File: src/verilog/wde_params.svh
// Constants for the wake/enable deglitch and event block.
// Assumes a 20 MHz reference clock and a 32-bit Avalon-MM register bus.
`ifndef WDE_PARAMS_SVH
`define WDE_PARAMS_SVH

// Clock period in nanoseconds.
`define WDE_CLK_PERIOD_NS 50
// Qualification time (least) and reject time (longest), in microseconds.
`define WDE_QUALIFY_TIME_US 40
`define WDE_REJECT_TIME_US 20
// Qualification rounds up, rejection rounds down.
`define WDE_QUALIFY_CYCLES ((`WDE_QUALIFY_TIME_US * 1000 + `WDE_CLK_PERIOD_NS - 1) / `WDE_CLK_PERIOD_NS)
`define WDE_REJECT_CYCLES ((`WDE_REJECT_TIME_US * 1000) / `WDE_CLK_PERIOD_NS)
`define WDE_CNT_W 11

// Register byte addresses.
`define WDE_ADDR_CONFIG 4'h0
`define WDE_ADDR_STATUS 4'h4
`define WDE_ADDR_EVENT 4'h8
`define WDE_ADDR_MASK 4'hC
`define WDE_ADDR_CONTROL 4'h0

// Field positions.
`define WDE_CFG_MODE_BIT 0
`define WDE_STAT_LEVEL_BIT 0
`define WDE_STAT_FAULT_BIT 1
`define WDE_EVT_WAKE_BIT 0
`define WDE_CTRL_DISABLE_BIT 0

// Reset values.
`define WDE_CONFIG_RESET 1'h0
`define WDE_MASK_RESET 1'h0

`endif

File: src/verilog/wde_pkg.sv
// Types shared by the wake/enable deglitch block.
// Assumes the constants header is included by the modules.
package wde_pkg;

  // Trigger mode of the wake input.
  typedef enum logic {
    WDE_MODE_EDGE,
    WDE_MODE_LEVEL
  } wde_mode_e;

  // Power state of the device sequencer.
  typedef enum logic [1:0] {
    WDE_ST_DISABLED,
    WDE_ST_ACTIVE,
    WDE_ST_FAULT,
    WDE_ST_LOCKED
  } wde_state_e;

  // Requests passed from the wake logic to the state sequencer.
  typedef struct packed {
    logic wake;
    logic level_hold;
  } wde_req_s;

endpackage : wde_pkg

File: src/verilog/wde_filter.sv
// Duration filter for the synchronised wake comparator level.
// Assumes the input is already on the reference clock domain.
`timescale 1ns/100ps
`include "wde_params.svh"

module wde_filter
  import wde_pkg::*;
(
  // Clock and reset.
  input wire logic i_clk,
  input wire logic i_reset,
  // Raw level in, filtered level and edge pulses out.
  input wire logic i_raw,
  output logic o_level,
  output logic o_rise,
  output logic o_fall
);

  logic [`WDE_CNT_W-1:0] count;
  logic prev_raw;
  logic next_differs;
  logic next_done;

  // A level different from the filtered one must persist to be taken.
  assign next_differs = (i_raw != o_level);
  assign next_done = next_differs && (count == `WDE_CNT_W'(`WDE_QUALIFY_CYCLES - 1));

  // The counter restarts on any raw change so short pulses are discarded.
  always_ff @(posedge i_clk) begin
    if (i_reset) begin
      count <= '0;
      prev_raw <= 1'b0;
      o_level <= 1'b0;
      o_rise <= 1'b0;
      o_fall <= 1'b0;
    end else begin
      prev_raw <= i_raw;
      o_rise <= next_done && i_raw;
      o_fall <= next_done && !i_raw;
      if (i_raw != prev_raw || !next_differs) begin
        count <= '0;
      end else if (next_done) begin
        count <= '0;
        o_level <= i_raw;
      end else begin
        count <= count + `WDE_CNT_W'(1);
      end
    end
  end

  // Short excursions never move the filtered level.
  chk_reject_short: assert property (@(posedge i_clk) disable iff (i_reset)
    $changed(o_level) |-> $past(i_raw, 2) == o_level) else $error("Filtered level changed without a held input.");
  chk_count_bound: assert property (@(posedge i_clk) disable iff (i_reset)
    count < `WDE_CNT_W'(`WDE_QUALIFY_CYCLES)) else $error("Qualify counter exceeded its limit.");

endmodule : wde_filter

File: src/verilog/wde_top.sv
// Wake/enable input deglitch, event detection and power-state sequencing.
// Assumes an asynchronous wake pin and an Avalon-MM master on I_REF_CLK.
//
// Function
// - The wake input is a level qualified by duration, high meaning enabled.
// - A new high level is taken only after 40 us of continuous high input.
// - A high excursion under 20 us leaves the filtered level unchanged.
// - A new low level is taken only after 40 us of continuous low input.
// - A low dip under 20 us leaves the filtered level high.
// - The filtered level is readable in a read-only status bit.
// - A qualified rise or fall of the filtered level is an enable event.
// - Each enable event sets a sticky wake event flag for software.
// - A rise, and in level mode also a fall, is passed to the state machine, which may power up.
// - An enable event never shuts the device down; software must request that.
// - After reset the input is edge triggered, only a rise waking the device.
// - Software selects edge or level mode in the configuration register.
// - In level mode a high filtered level returns the device from fault to active.
// - In level mode with a high level the device never locks after three faults.
// - A disable request through the control pair restores the configuration defaults.
`timescale 1ns/100ps
`include "wde_params.svh"

module wde_top
  import wde_pkg::*;
(
  // Clock and reset.
  input wire logic I_REF_CLK,
  input wire logic I_RESET,
  // Wake pin and fault reports from the power stage.
  input wire logic I_WAKE_ENABLE_INPUT,
  input wire logic I_FAULT,
  // Avalon-MM slave.
  input wire logic [3:0] I_AVS_ADDRESS,
  input wire logic I_AVS_READ,
  input wire logic I_AVS_WRITE,
  input wire logic [31:0] I_AVS_WRITEDATA,
  output logic [31:0] O_AVS_READDATA,
  output logic O_AVS_WAITREQUEST,
  // Interrupt and state outputs.
  output logic O_IRQ,
  output logic O_POWER_ON,
  output logic [1:0] O_STATE
);

  logic sync_a;
  logic sync_b;
  logic filt_level;
  logic filt_rise;
  logic filt_fall;
  logic wake_event_flag;
  logic wake_event_mask;
  wde_mode_e wake_trigger_mode_select;
  wde_state_e state;
  wde_state_e next_state;
  logic [1:0] fault_count;
  logic fault_seen;
  logic acc_done;
  wde_req_s req;

  // Two flip-flops bring the pin onto the clock domain.
  always_ff @(posedge I_REF_CLK) begin
    if (I_RESET) begin
      sync_a <= 1'b0;
      sync_b <= 1'b0;
    end else begin
      sync_a <= I_WAKE_ENABLE_INPUT;
      sync_b <= sync_a;
    end
  end

  // Duration filter.
  wde_filter u_filter (
    .i_clk(I_REF_CLK),
    .i_reset(I_RESET),
    .i_raw(sync_b),
    .o_level(filt_level),
    .o_rise(filt_rise),
    .o_fall(filt_fall)
  );

  // Register address match, shared by every select line below.
  function automatic logic addr_hit(input logic [3:0] addr, input logic [3:0] offset);
    logic hit;
    hit = (addr == offset);
    return hit;
  endfunction : addr_hit

  // Bus decode; every access answers one cycle after it is seen.
  logic sel_config;
  logic sel_status;
  logic sel_event;
  logic sel_mask;
  logic sel_control;
  logic acc;
  logic wr_go;
  logic event_any;
  logic clear_event;
  logic disable_req;
  assign acc = (I_AVS_READ || I_AVS_WRITE) && !acc_done;
  assign wr_go = I_AVS_WRITE && acc_done;
  assign sel_config = addr_hit(I_AVS_ADDRESS, `WDE_ADDR_CONFIG);
  assign sel_status = addr_hit(I_AVS_ADDRESS, `WDE_ADDR_STATUS);
  assign sel_event = addr_hit(I_AVS_ADDRESS, `WDE_ADDR_EVENT);
  assign sel_mask = addr_hit(I_AVS_ADDRESS, `WDE_ADDR_MASK);
  // The control pair shares the configuration word, so its select matches the same offset.
  assign sel_control = addr_hit(I_AVS_ADDRESS, `WDE_ADDR_CONTROL);
  assign event_any = filt_rise || filt_fall;
  assign clear_event = wr_go && sel_event && I_AVS_WRITEDATA[`WDE_EVT_WAKE_BIT];
  // The configuration word also carries the disable command in bit 1.
  assign disable_req = wr_go && sel_control && I_AVS_WRITEDATA[1];

  // Wake requests for the sequencer, chosen by the trigger mode.
  assign req.wake = (wake_trigger_mode_select == WDE_MODE_EDGE) ? filt_rise : (filt_rise || filt_fall);
  assign req.level_hold = (wake_trigger_mode_select == WDE_MODE_LEVEL) && filt_level;

  // Wait state generation: waitrequest drops one cycle after the request.
  always_ff @(posedge I_REF_CLK) begin
    if (I_RESET) begin
      acc_done <= 1'b0;
      O_AVS_WAITREQUEST <= 1'b1;
    end else begin
      acc_done <= acc;
      O_AVS_WAITREQUEST <= !acc;
    end
  end

  // Read data, captured while waitrequest is still high.
  always_ff @(posedge I_REF_CLK) begin
    if (I_RESET) begin
      O_AVS_READDATA <= 32'h00000000;
    end else if (acc && I_AVS_READ) begin
      if (sel_config) begin
        O_AVS_READDATA <= {31'h00000000, wake_trigger_mode_select};
      end else if (sel_status) begin
        O_AVS_READDATA <= {30'h00000000, state == WDE_ST_FAULT, filt_level};
      end else if (sel_event) begin
        O_AVS_READDATA <= {31'h00000000, wake_event_flag};
      end else if (sel_mask) begin
        O_AVS_READDATA <= {31'h00000000, wake_event_mask};
      end else begin
        O_AVS_READDATA <= 32'h00000000;
      end
    end
  end

  // Configuration and mask registers; a disable resets the configuration.
  always_ff @(posedge I_REF_CLK) begin
    if (I_RESET) begin
      wake_trigger_mode_select <= WDE_MODE_EDGE;
      wake_event_mask <= `WDE_MASK_RESET;
    end else begin
      if (disable_req) begin
        wake_trigger_mode_select <= WDE_MODE_EDGE;
      end else if (wr_go && sel_config) begin
        wake_trigger_mode_select <= wde_mode_e'(I_AVS_WRITEDATA[`WDE_CFG_MODE_BIT]);
      end
      if (wr_go && sel_mask) begin
        wake_event_mask <= I_AVS_WRITEDATA[`WDE_EVT_WAKE_BIT];
      end
    end
  end

  // Sticky event flag; a new event wins over a clear in the same cycle.
  always_ff @(posedge I_REF_CLK) begin
    if (I_RESET) begin
      wake_event_flag <= 1'b0;
      O_IRQ <= 1'b0;
    end else begin
      wake_event_flag <= event_any || (wake_event_flag && !clear_event);
      O_IRQ <= (event_any || (wake_event_flag && !clear_event)) && wake_event_mask;
    end
  end

  // Sequencer: three faults lock unless level mode holds the input high.
  always_comb begin
    next_state = state;
    case (state)
      WDE_ST_DISABLED: begin
        if (req.wake) begin
          next_state = WDE_ST_ACTIVE;
        end
      end
      WDE_ST_ACTIVE: begin
        if (disable_req) begin
          next_state = WDE_ST_DISABLED;
        end else if (I_FAULT) begin
          next_state = WDE_ST_FAULT;
        end
      end
      WDE_ST_FAULT: begin
        if (disable_req) begin
          next_state = WDE_ST_DISABLED;
        end else if (req.level_hold) begin
          next_state = WDE_ST_ACTIVE;
        end else if (fault_count == 2'h3) begin
          next_state = WDE_ST_LOCKED;
        end else if (req.wake) begin
          next_state = WDE_ST_ACTIVE;
        end
      end
      default: begin
        if (disable_req) begin
          next_state = WDE_ST_DISABLED;
        end
      end
    endcase
  end

  // State register and fault counter, cleared only by reset or a move to the disabled state.
  always_ff @(posedge I_REF_CLK) begin
    if (I_RESET) begin
      state <= WDE_ST_DISABLED;
      fault_count <= 2'h0;
      fault_seen <= 1'b0;
      O_POWER_ON <= 1'b0;
      O_STATE <= 2'h0;
    end else begin
      state <= next_state;
      fault_seen <= (state == WDE_ST_ACTIVE) && (next_state == WDE_ST_FAULT);
      if (next_state == WDE_ST_DISABLED) begin
        fault_count <= 2'h0;
      end else if ((state == WDE_ST_ACTIVE) && (next_state == WDE_ST_FAULT) && fault_count != 2'h3) begin
        fault_count <= fault_count + 2'h1;
      end
      O_POWER_ON <= (next_state == WDE_ST_ACTIVE);
      O_STATE <= next_state;
    end
  end

  // Checks.
  chk_event_sets_flag: assert property (@(posedge I_REF_CLK) disable iff (I_RESET)
    event_any |=> wake_event_flag) else $error("Event did not set the flag.");
  chk_edge_mode_fall: assert property (@(posedge I_REF_CLK) disable iff (I_RESET)
    (state == WDE_ST_DISABLED && wake_trigger_mode_select == WDE_MODE_EDGE && filt_fall && !filt_rise)
    |=> state == WDE_ST_DISABLED) else $error("Fall woke device in edge mode.");
  chk_no_event_shutdown: assert property (@(posedge I_REF_CLK) disable iff (I_RESET)
    (state == WDE_ST_ACTIVE && !disable_req) |=> state != WDE_ST_DISABLED) else $error("Device shut down by itself.");
  chk_level_no_lock: assert property (@(posedge I_REF_CLK) disable iff (I_RESET)
    (state == WDE_ST_FAULT && req.level_hold && !disable_req) |=> state == WDE_ST_ACTIVE)
    else $error("Level mode did not return to active.");
  chk_disable_defaults: assert property (@(posedge I_REF_CLK) disable iff (I_RESET)
    disable_req |=> wake_trigger_mode_select == WDE_MODE_EDGE) else $error("Config not restored.");
  chk_rise_wakes: assert property (@(posedge I_REF_CLK) disable iff (I_RESET)
    (state == WDE_ST_DISABLED && filt_rise) |=> state == WDE_ST_ACTIVE) else $error("Rise did not wake.");
  chk_status_level: assert property (@(posedge I_REF_CLK) disable iff (I_RESET)
    (acc && I_AVS_READ && sel_status) |=> O_AVS_READDATA[0] == $past(filt_level)) else $error("Bad status level.");
  chk_mode_applied: assert property (@(posedge I_REF_CLK) disable iff (I_RESET)
    (wr_go && sel_config && !I_AVS_WRITEDATA[1]) |=> wake_trigger_mode_select == $past(I_AVS_WRITEDATA[0]))
    else $error("Mode write not applied.");
  chk_qualify_hold: assert property (@(posedge I_REF_CLK) disable iff (I_RESET)
    filt_rise |-> $past(sync_b, 1) && $past(sync_b, 8)) else $error("Rise without held input.");
  chk_fall_hold: assert property (@(posedge I_REF_CLK) disable iff (I_RESET)
    filt_fall |-> !$past(sync_b, 1) && !$past(sync_b, 8)) else $error("Fall without held input.");
  chk_level_event: assert property (@(posedge I_REF_CLK) disable iff (I_RESET)
    $changed(filt_level) |-> (filt_rise || filt_fall)) else $error("Level moved without an event.");

  // The interrupt follows the flag and the mask of the previous cycle.
  chk_irq_level: assert property (@(posedge I_REF_CLK) disable iff (I_RESET)
    O_IRQ == (wake_event_flag && $past(wake_event_mask))) else $error("Interrupt does not follow the flag.");

  // A new event wins over a clear in the same cycle, so no event is lost.
  chk_flag_set_wins: assert property (@(posedge I_REF_CLK) disable iff (I_RESET)
    (event_any && clear_event) |=> wake_event_flag) else $error("Clear beat a new event.");

  // A clear without a new event drops the flag.
  chk_clear_flag: assert property (@(posedge I_REF_CLK) disable iff (I_RESET)
    (clear_event && !event_any) |=> !wake_event_flag) else $error("Flag not cleared.");

  // Mask writes land at the edge that completes the access.
  chk_mask_write: assert property (@(posedge I_REF_CLK) disable iff (I_RESET)
    (wr_go && sel_mask) |=> wake_event_mask == $past(I_AVS_WRITEDATA[0])) else $error("Mask write lost.");

  // Every access gets exactly one wait state.
  chk_wait_one: assert property (@(posedge I_REF_CLK) disable iff (I_RESET)
    acc |=> !O_AVS_WAITREQUEST) else $error("Access not answered.");

  // Waitrequest is low for one cycle only, so a held strobe is not taken twice.
  chk_wait_single: assert property (@(posedge I_REF_CLK) disable iff (I_RESET)
    !O_AVS_WAITREQUEST |=> O_AVS_WAITREQUEST) else $error("Waitrequest low too long.");

  // Unmapped addresses read as zero.
  chk_read_unmapped: assert property (@(posedge I_REF_CLK) disable iff (I_RESET)
    (acc && I_AVS_READ && !(sel_config || sel_status || sel_event || sel_mask)) |=> O_AVS_READDATA == 32'h00000000)
    else $error("Unmapped read not zero.");

  // The second stage only ever copies the first.
  chk_sync_stage: assert property (@(posedge I_REF_CLK) disable iff (I_RESET)
    sync_b == $past(sync_a)) else $error("Synchroniser skipped a stage.");

  // Power output mirrors the active state.
  chk_power_matches: assert property (@(posedge I_REF_CLK) disable iff (I_RESET)
    O_POWER_ON == (state == WDE_ST_ACTIVE)) else $error("Power output disagrees with state.");

  // State output mirrors the state register.
  chk_state_out: assert property (@(posedge I_REF_CLK) disable iff (I_RESET)
    O_STATE == state) else $error("State output disagrees with state.");

  // A fault in the active state moves to the fault state unless a disable request comes in the same cycle.
  chk_fault_entry: assert property (@(posedge I_REF_CLK) disable iff (I_RESET)
    (state == WDE_ST_ACTIVE && I_FAULT && !disable_req) |=> state == WDE_ST_FAULT) else $error("Fault ignored.");

  // Each fault entry is counted, the count saturating at three.
  chk_fault_count: assert property (@(posedge I_REF_CLK) disable iff (I_RESET)
    fault_seen |-> fault_count != 2'h0) else $error("Fault entry not counted.");

  // Locking needs three counted faults and no level hold.
  chk_lock_entry: assert property (@(posedge I_REF_CLK) disable iff (I_RESET)
    $rose(state == WDE_ST_LOCKED) |-> ($past(fault_count) == 2'h3 && !$past(req.level_hold)))
    else $error("Locked too early.");

  // Only a disable request leaves the locked state.
  chk_locked_holds: assert property (@(posedge I_REF_CLK) disable iff (I_RESET)
    (state == WDE_ST_LOCKED && !disable_req) |=> state == WDE_ST_LOCKED) else $error("Left locked state.");

  // In edge mode the fault state waits for a fresh rise.
  chk_edge_fault_waits: assert property (@(posedge I_REF_CLK) disable iff (I_RESET)
    (state == WDE_ST_FAULT && wake_trigger_mode_select == WDE_MODE_EDGE && !req.wake && !disable_req
     && fault_count != 2'h3) |=> state == WDE_ST_FAULT) else $error("Fault state left without a rise.");

  // In level mode a fall wakes the device as well.
  chk_level_fall_wakes: assert property (@(posedge I_REF_CLK) disable iff (I_RESET)
    (state == WDE_ST_DISABLED && wake_trigger_mode_select == WDE_MODE_LEVEL && filt_fall)
    |=> state == WDE_ST_ACTIVE) else $error("Fall did not wake in level mode.");

endmodule : wde_top

File: config.mk
export PLATFORM = sky130hd
export DESIGN_NAME = wde_top
export DESIGN_NICKNAME = d
export VERILOG_FILES = /design/src/verilog/wde_pkg.sv /design/src/verilog/wde_filter.sv /design/src/verilog/wde_top.sv
export VERILOG_INCLUDE_DIRS = /design/src /design/src/verilog
export SDC_FILE = /design/constraint.sdc
export NUM_CORES = 1
export LEC_CHECK = 0
export ABC_CLOCK_PERIOD_IN_PS = 4100
export BUFFER_PORTS_ARGS = -buffer_cell sky130_fd_sc_hd__buf_2
export CAP_MARGIN = 20
export CORE_MARGIN = 3
export CORE_UTILIZATION = 45
export CTS_CLUSTER_DIAMETER = 80
export CTS_CLUSTER_SIZE = 25
export DETAILED_ROUTE_END_ITERATION = 7
export GPL_TIMING_DRIVEN = 0
export PLACE_DENSITY = 0.83
export SYNTH_ARGS = -nofsm -noshare
export SYNTH_HDL_FRONTEND = slang
export SYNTH_SLANG_ARGS = --single-unit
File: constraint.sdc
create_clock -name I_REF_CLK -period 4.1 [get_ports I_REF_CLK]
set_input_delay 0 -clock I_REF_CLK [delete_from_list [all_inputs] [get_ports I_REF_CLK]]
set_output_delay 0 -clock I_REF_CLK [all_outputs]
set_load 0.02 [all_outputs]
Yosys cells after proc, flatten, opt, wreduce, memory -nomap -nowiden
Cells that the tools add are included.
{"block": "op_classes", "n_addsub": 2, "eq_ne": 12, "mux": 13, "n_bitwise": 1, "n_reduce_logical": 32}
{"op": "2-bit two-way mux", "count": 9}
{"op": "1-bit logical AND", "count": 16}
{"op": "11-bit by 1-bit adder with 11-bit output (second input constant)", "count": 1}
{"op": "11-bit by 10-bit == test with 1-bit output (second input constant)", "count": 1}
{"op": "4-bit == test (second input constant)", "count": 2}
{"op": "2-bit == test (second input constant)", "count": 3}
{"op": "2-bit one-hot mux with 3 select lines", "count": 1}
{"op": "1-bit logical NOT", "count": 5}
{"op": "2-bit by 1-bit == test with 1-bit output (second input constant)", "count": 2}
{"op": "4-bit by 3-bit == test with 1-bit output (second input constant)", "count": 1}
{"op": "2-bit logical NOT", "count": 2}
{"op": "4-bit logical NOT", "count": 1}
{"op": "1-bit logical OR", "count": 4}
{"op": "2-bit OR reduction", "count": 2}
{"op": "1-bit two-way mux", "count": 3}
{"op": "3-bit OR reduction", "count": 1}
{"op": "2-bit by 1-bit adder with 2-bit output (second input constant)", "count": 1}
{"op": "1-bit inequality test", "count": 2}
{"op": "2-bit inequality test (second input constant)", "count": 1}
{"op": "2-bit AND reduction", "count": 1}
{"op": "1-bit inverter", "count": 1}
{"block": "totals", "register_bits": 60, "inputBits": 42, "out_inout_bits": 37, "elab_cells": 77}

Longest topological paths before layout
{"block": "depth", "depth_word": 10, "mapped_depth": 6}

Cells and area by module
Synthesis repeated with hierarchy kept, for this count alone.
{"block": "unflattened", "hier_cells": 175, "hier_area_um2": 1631.6}
{"module": "wde_top", "instances": 1, "cells_each": 105, "area_each_um2": 938.4, "seq_area_each_um2": 300.3}
{"module": "wde_filter", "instances": 1, "cells_each": 70, "area_each_um2": 693.2, "seq_area_each_um2": 300.3}

Worst setup path before layout
Ideal clock, no wire load.
{"block": "synth_timing", "path_kind": "flip-flop to flip-flop", "from": "register u_filter.count[7]", "to": "register u_filter.o_level", "arrival_ns": 1.465, "required_time_ns": 3.983, "setup_slack_ns": 2.518, "stages_incl_launch_ff": 4, "period_less_slack_ns": 1.582, "cell_sequence": "dfxtp_1 -> or4_4 -> or4_4 -> o2bb2ai_2"}
{"block": "synth_via", "elab_chain_cells": 3}
{"element": "start, declared", "line_no": "wde_filter.sv:19", "source": "logic [`WDE_CNT_W-1:0] count;"}
{"element": "start signal, assigned", "line_no": "wde_filter.sv:46", "source": "count <= count + `WDE_CNT_W'(1);"}
{"element": "11-bit by 10-bit == test with 1-bit output", "line_no": "wde_filter.sv:26", "source": "assign next_done = next_differs && (count == `WDE_CNT_W'(`WDE_QUALIFY_CYCLES - 1));"}
{"element": "1-bit logical AND", "line_no": "wde_filter.sv:26"}
{"element": "2-bit AND reduction (no line)"}
{"element": "end signal, assigned", "line_no": "wde_filter.sv:44", "source": "o_level <= i_raw;"}
{"element": "end, declared", "line_no": "wde_filter.sv:14", "source": "output logic o_level,"}
Every way passes these cells.
A chain may end at the register's enable or synchronous reset.

Final worst setup path
{"block": "layout_timing", "from": "register u_filter.count[0]", "to": "register u_filter.count[8]"}
{"block": "layout_via", "elab_chain_cells": 3}
{"element": "parallel branches: the longest is 3 deep, another holds 11-bit by 1-bit adder with 11-bit output"}
Several ways; the timed one is not identified.

==> impl_metrics.env <==
export IMPL_status="complete, no violations"
export IMPL_cts_sinks=30
export IMPL_synth_cell_types=43
export IMPL_ios=79
export IMPL_worstMarginPinSlew_ps=512.4
export IMPL_fmax_ghz=0.5816
export IMPL_root_buffer="clkbuf_4"
export IMPL_fp_dieW_um=65.05
export IMPL_avgRoutedWirePerCell_um=9.775
export IMPL_grt_max_degree=11
export IMPL_synth_seq_cells=30
export IMPL_syn_inst=176
export IMPL_avgSynthCellArea_um2=8.915
export IMPL_post_drt_via_cell_ratio=4.339
export IMPL_synth_warning_count=0
export IMPL_hold_viol=0
export IMPL_fin_nets=280
export IMPL_syn_area_um2=1569
export IMPL_die_h_um=65.05
export IMPL_cts_tree="yes"
export IMPL_rows=20
export IMPL_rrSetupSlack_ps=2380
export IMPL_yosys_most_used_dff="dfxtp_1"
export IMPL_die_area_um2=4232
export IMPL_n_antenna_cell=0
export IMPL_clkTransAtPathRegs_ps=90
export IMPL_p_leak_nw=0.8824
export IMPL_crit_fanout=10
export IMPL_rsz0062_at_grt="no"
export IMPL_required_ps=4310
export IMPL_drc=0
export IMPL_fin_crit_sh=0.4193
export IMPL_cts_buffer_depth=2
export IMPL_synth_edf_count=0
export IMPL_slew_violations=0
export IMPL_reg2reg_from="u_filter.count[0]$_SDFF_PP0_"
export IMPL_vdd_drop_max_v=0.0002375
export IMPL_globalRouteOverflowTotal=0
export IMPL_clk_latency_ps=320
export IMPL_cap_viol_max_count=0
export IMPL_grt_pass1_vias=1015
export IMPL_fin_skew_ps=10.88
export IMPL_initial_core_util=0.4937
export IMPL_crit_start="u_filter.count[0]$_SDFF_PP0_"
export IMPL_fp_coreArea_um2=3178
export IMPL_vias=1215
export IMPL_dpl_hpwl_um=2067
export IMPL_grt_pass1_wl_um=4340
export IMPL_place_port_buffers=17
export IMPL_ant_nets=0
export IMPL_end_kind="flop"
export IMPL_dr_pass1_iters=4
export IMPL_cts_max_level=2
export IMPL_routed_wl_um=2737
export IMPL_drive_gt1_frac=0.2797
export IMPL_syn2layout_area_growth_pct=25.52
export IMPL_r2r_end="u_filter.count[8]$_SDFF_PP0_"
export IMPL_finalSetupViolations=0
export IMPL_final_cell_mix="30 x dfxtp_1, 30 x buf_4, 30 x conb_1, 24 x nor2_1, 18 x buf_2"
export IMPL_worstPathArrival_ps=1930
export IMPL_cp_endpoint="u_filter.count[8]$_SDFF_PP0_"
export IMPL_reg2regPathDepth=6
export IMPL_drt_iter0_markers=57
export IMPL_finalSetupTns_ps=0
export IMPL_whs_ps=93.60
export IMPL_gp_congestion=0.8001
export IMPL_synth_seq_area_share=0.3828
export IMPL_min_period_ps=1719
export IMPL_power_density_nw_per_um2=308.4
export IMPL_worstSetupPathType="flop to flop"
export IMPL_async_flop_share=0
export IMPL_antenna_found_initial=0
export IMPL_hold_path_class="primary input to flop"
export IMPL_max_slew_margin=0.6584
export IMPL_cp_start_kind="flop"
export IMPL_grt_use_total=0.1309
export IMPL_cts_made_buffers=5
-- worst min path at each step --
stage                         from                                     to  slack [ps]  depth (start not counted)
6_report        I_AVS_WRITEDATA[1]  wake_trigger_mode_select$_SDFFE_PP0N_          90                          4
5_1_grt         I_AVS_WRITEDATA[1]  wake_trigger_mode_select$_SDFFE_PP0N_         100                          4
4_1_cts         I_AVS_WRITEDATA[1]  wake_trigger_mode_select$_SDFFE_PP0N_          70                          4
3_5_place_dp   I_WAKE_ENABLE_INPUT                      sync_a$_SDFF_PP0_         220                          2
3_3_place_gp   I_WAKE_ENABLE_INPUT                      sync_a$_SDFF_PP0_         210                          2
2_1_floorplan              I_RESET             wake_event_flag$_SDFF_PP0_          80                          1
-- cells in the mapped netlist (2+ instances only) --
cell type	instances	share of area
a21oi_1	6	0.019
and2_1	2	0.0080
buf_4	30	0.14
clkbuf_1	2	0.0048
dfxtp_1	30	0.38
ha_1	2	0.016
inv_1	9	0.022
mux2i_1	2	0.013
nand2_1	8	0.019
nand3_1	4	0.013
nor2_1	24	0.057
nor2b_1	5	0.020
nor3_1	7	0.022
nor4_1	4	0.016
nor4_2	2	0.016
o21ai_0	2	0.0064
or4_4	2	0.014
xnor2_1	8	0.045
xor2_1	3	0.017
-- cell families (layout without fill, tap and decap cells) --
group	Yosys count	in the layout	share of synthesized area
buffers and inverters	43	74	0.1802
AOI/OAI and AO/OA	17	17	0.08932
other	1	30	0.002390
DFF	30	30	0.3828
muxes	3	3	0.02711
and+or+nand+nor	69	69	0.2408
xor gates and xnor gates	11	11	0.06141
adders and majority gates	2	2	0.01595
-- power breakdown --
group,total (mW),switching (mW),internal (mW)
logic,0.0753,0.0427,0.0326
registers,0.296,0.00163,0.294
clock network,0.237,0.0946,0.142
total,0.607,0.139,0.468
-- layer usage --
metal / global-route usage / wire length, µm / up-vias
li1: - / - / 649
met1: 0.1480 / 1220 / 515
met2: 0.2235 / 1292 / 49
met3: 0.04506 / 208 / 2
met4: 0.05440 / 15 / 0
met5: 0 / 0 / -
-- state kept, by name, summed over array words and instances (netlist names), 2 cells and up --
name / flops
state: 2
O_AVS_READDATA: 2
u_filter.count: 11
fault_count: 2
-- per-stage QoR --
stage	power [mW]	cell area, µm²	utilization	setup slack, ps	std cells
2_1_floorplan	0.3606	1678	-	2518	205
6_report	0.6074	1969	0.6197	2381	280
3_3_place_gp	0.3705	1818	0.5720	2421	266
5_1_grt	0.6332	1969	0.6197	2215	280
3_5_place_dp	0.3708	1818	0.5720	2390	266
4_1_cts	0.6148	1969	0.6197	2373	280
-- final cells by class --
class,instances,area [µm²]
Buffer,34,249.0
Clock buffer,6,51.30
Clock inverter,1,30.03
Fill cell,276,1209
Inverter,9,33.78
Multi-Input combinational cell,132,794.5
Sequential cell,30,600.6
Tap cell,44,55.05
Timing Repair Buffer,24,155.1
-- timing repair --
item | 4_1_cts | 5_1_grt
resized for setup | 0 | 0
hold buffers | 7 | 0
hold endpoints to repair | 8 | 0
buffers inserted | 0 | 0
-- worst max-delay path, stage by stage (launching register included) --
cell,delay [ps]
dfxtp_1,360
ha_1,210
nand4_1,240
nor4_2,410
or3_1,200
buf_6,140
nor2_1,50
Power figures use the tool's default switching activity.
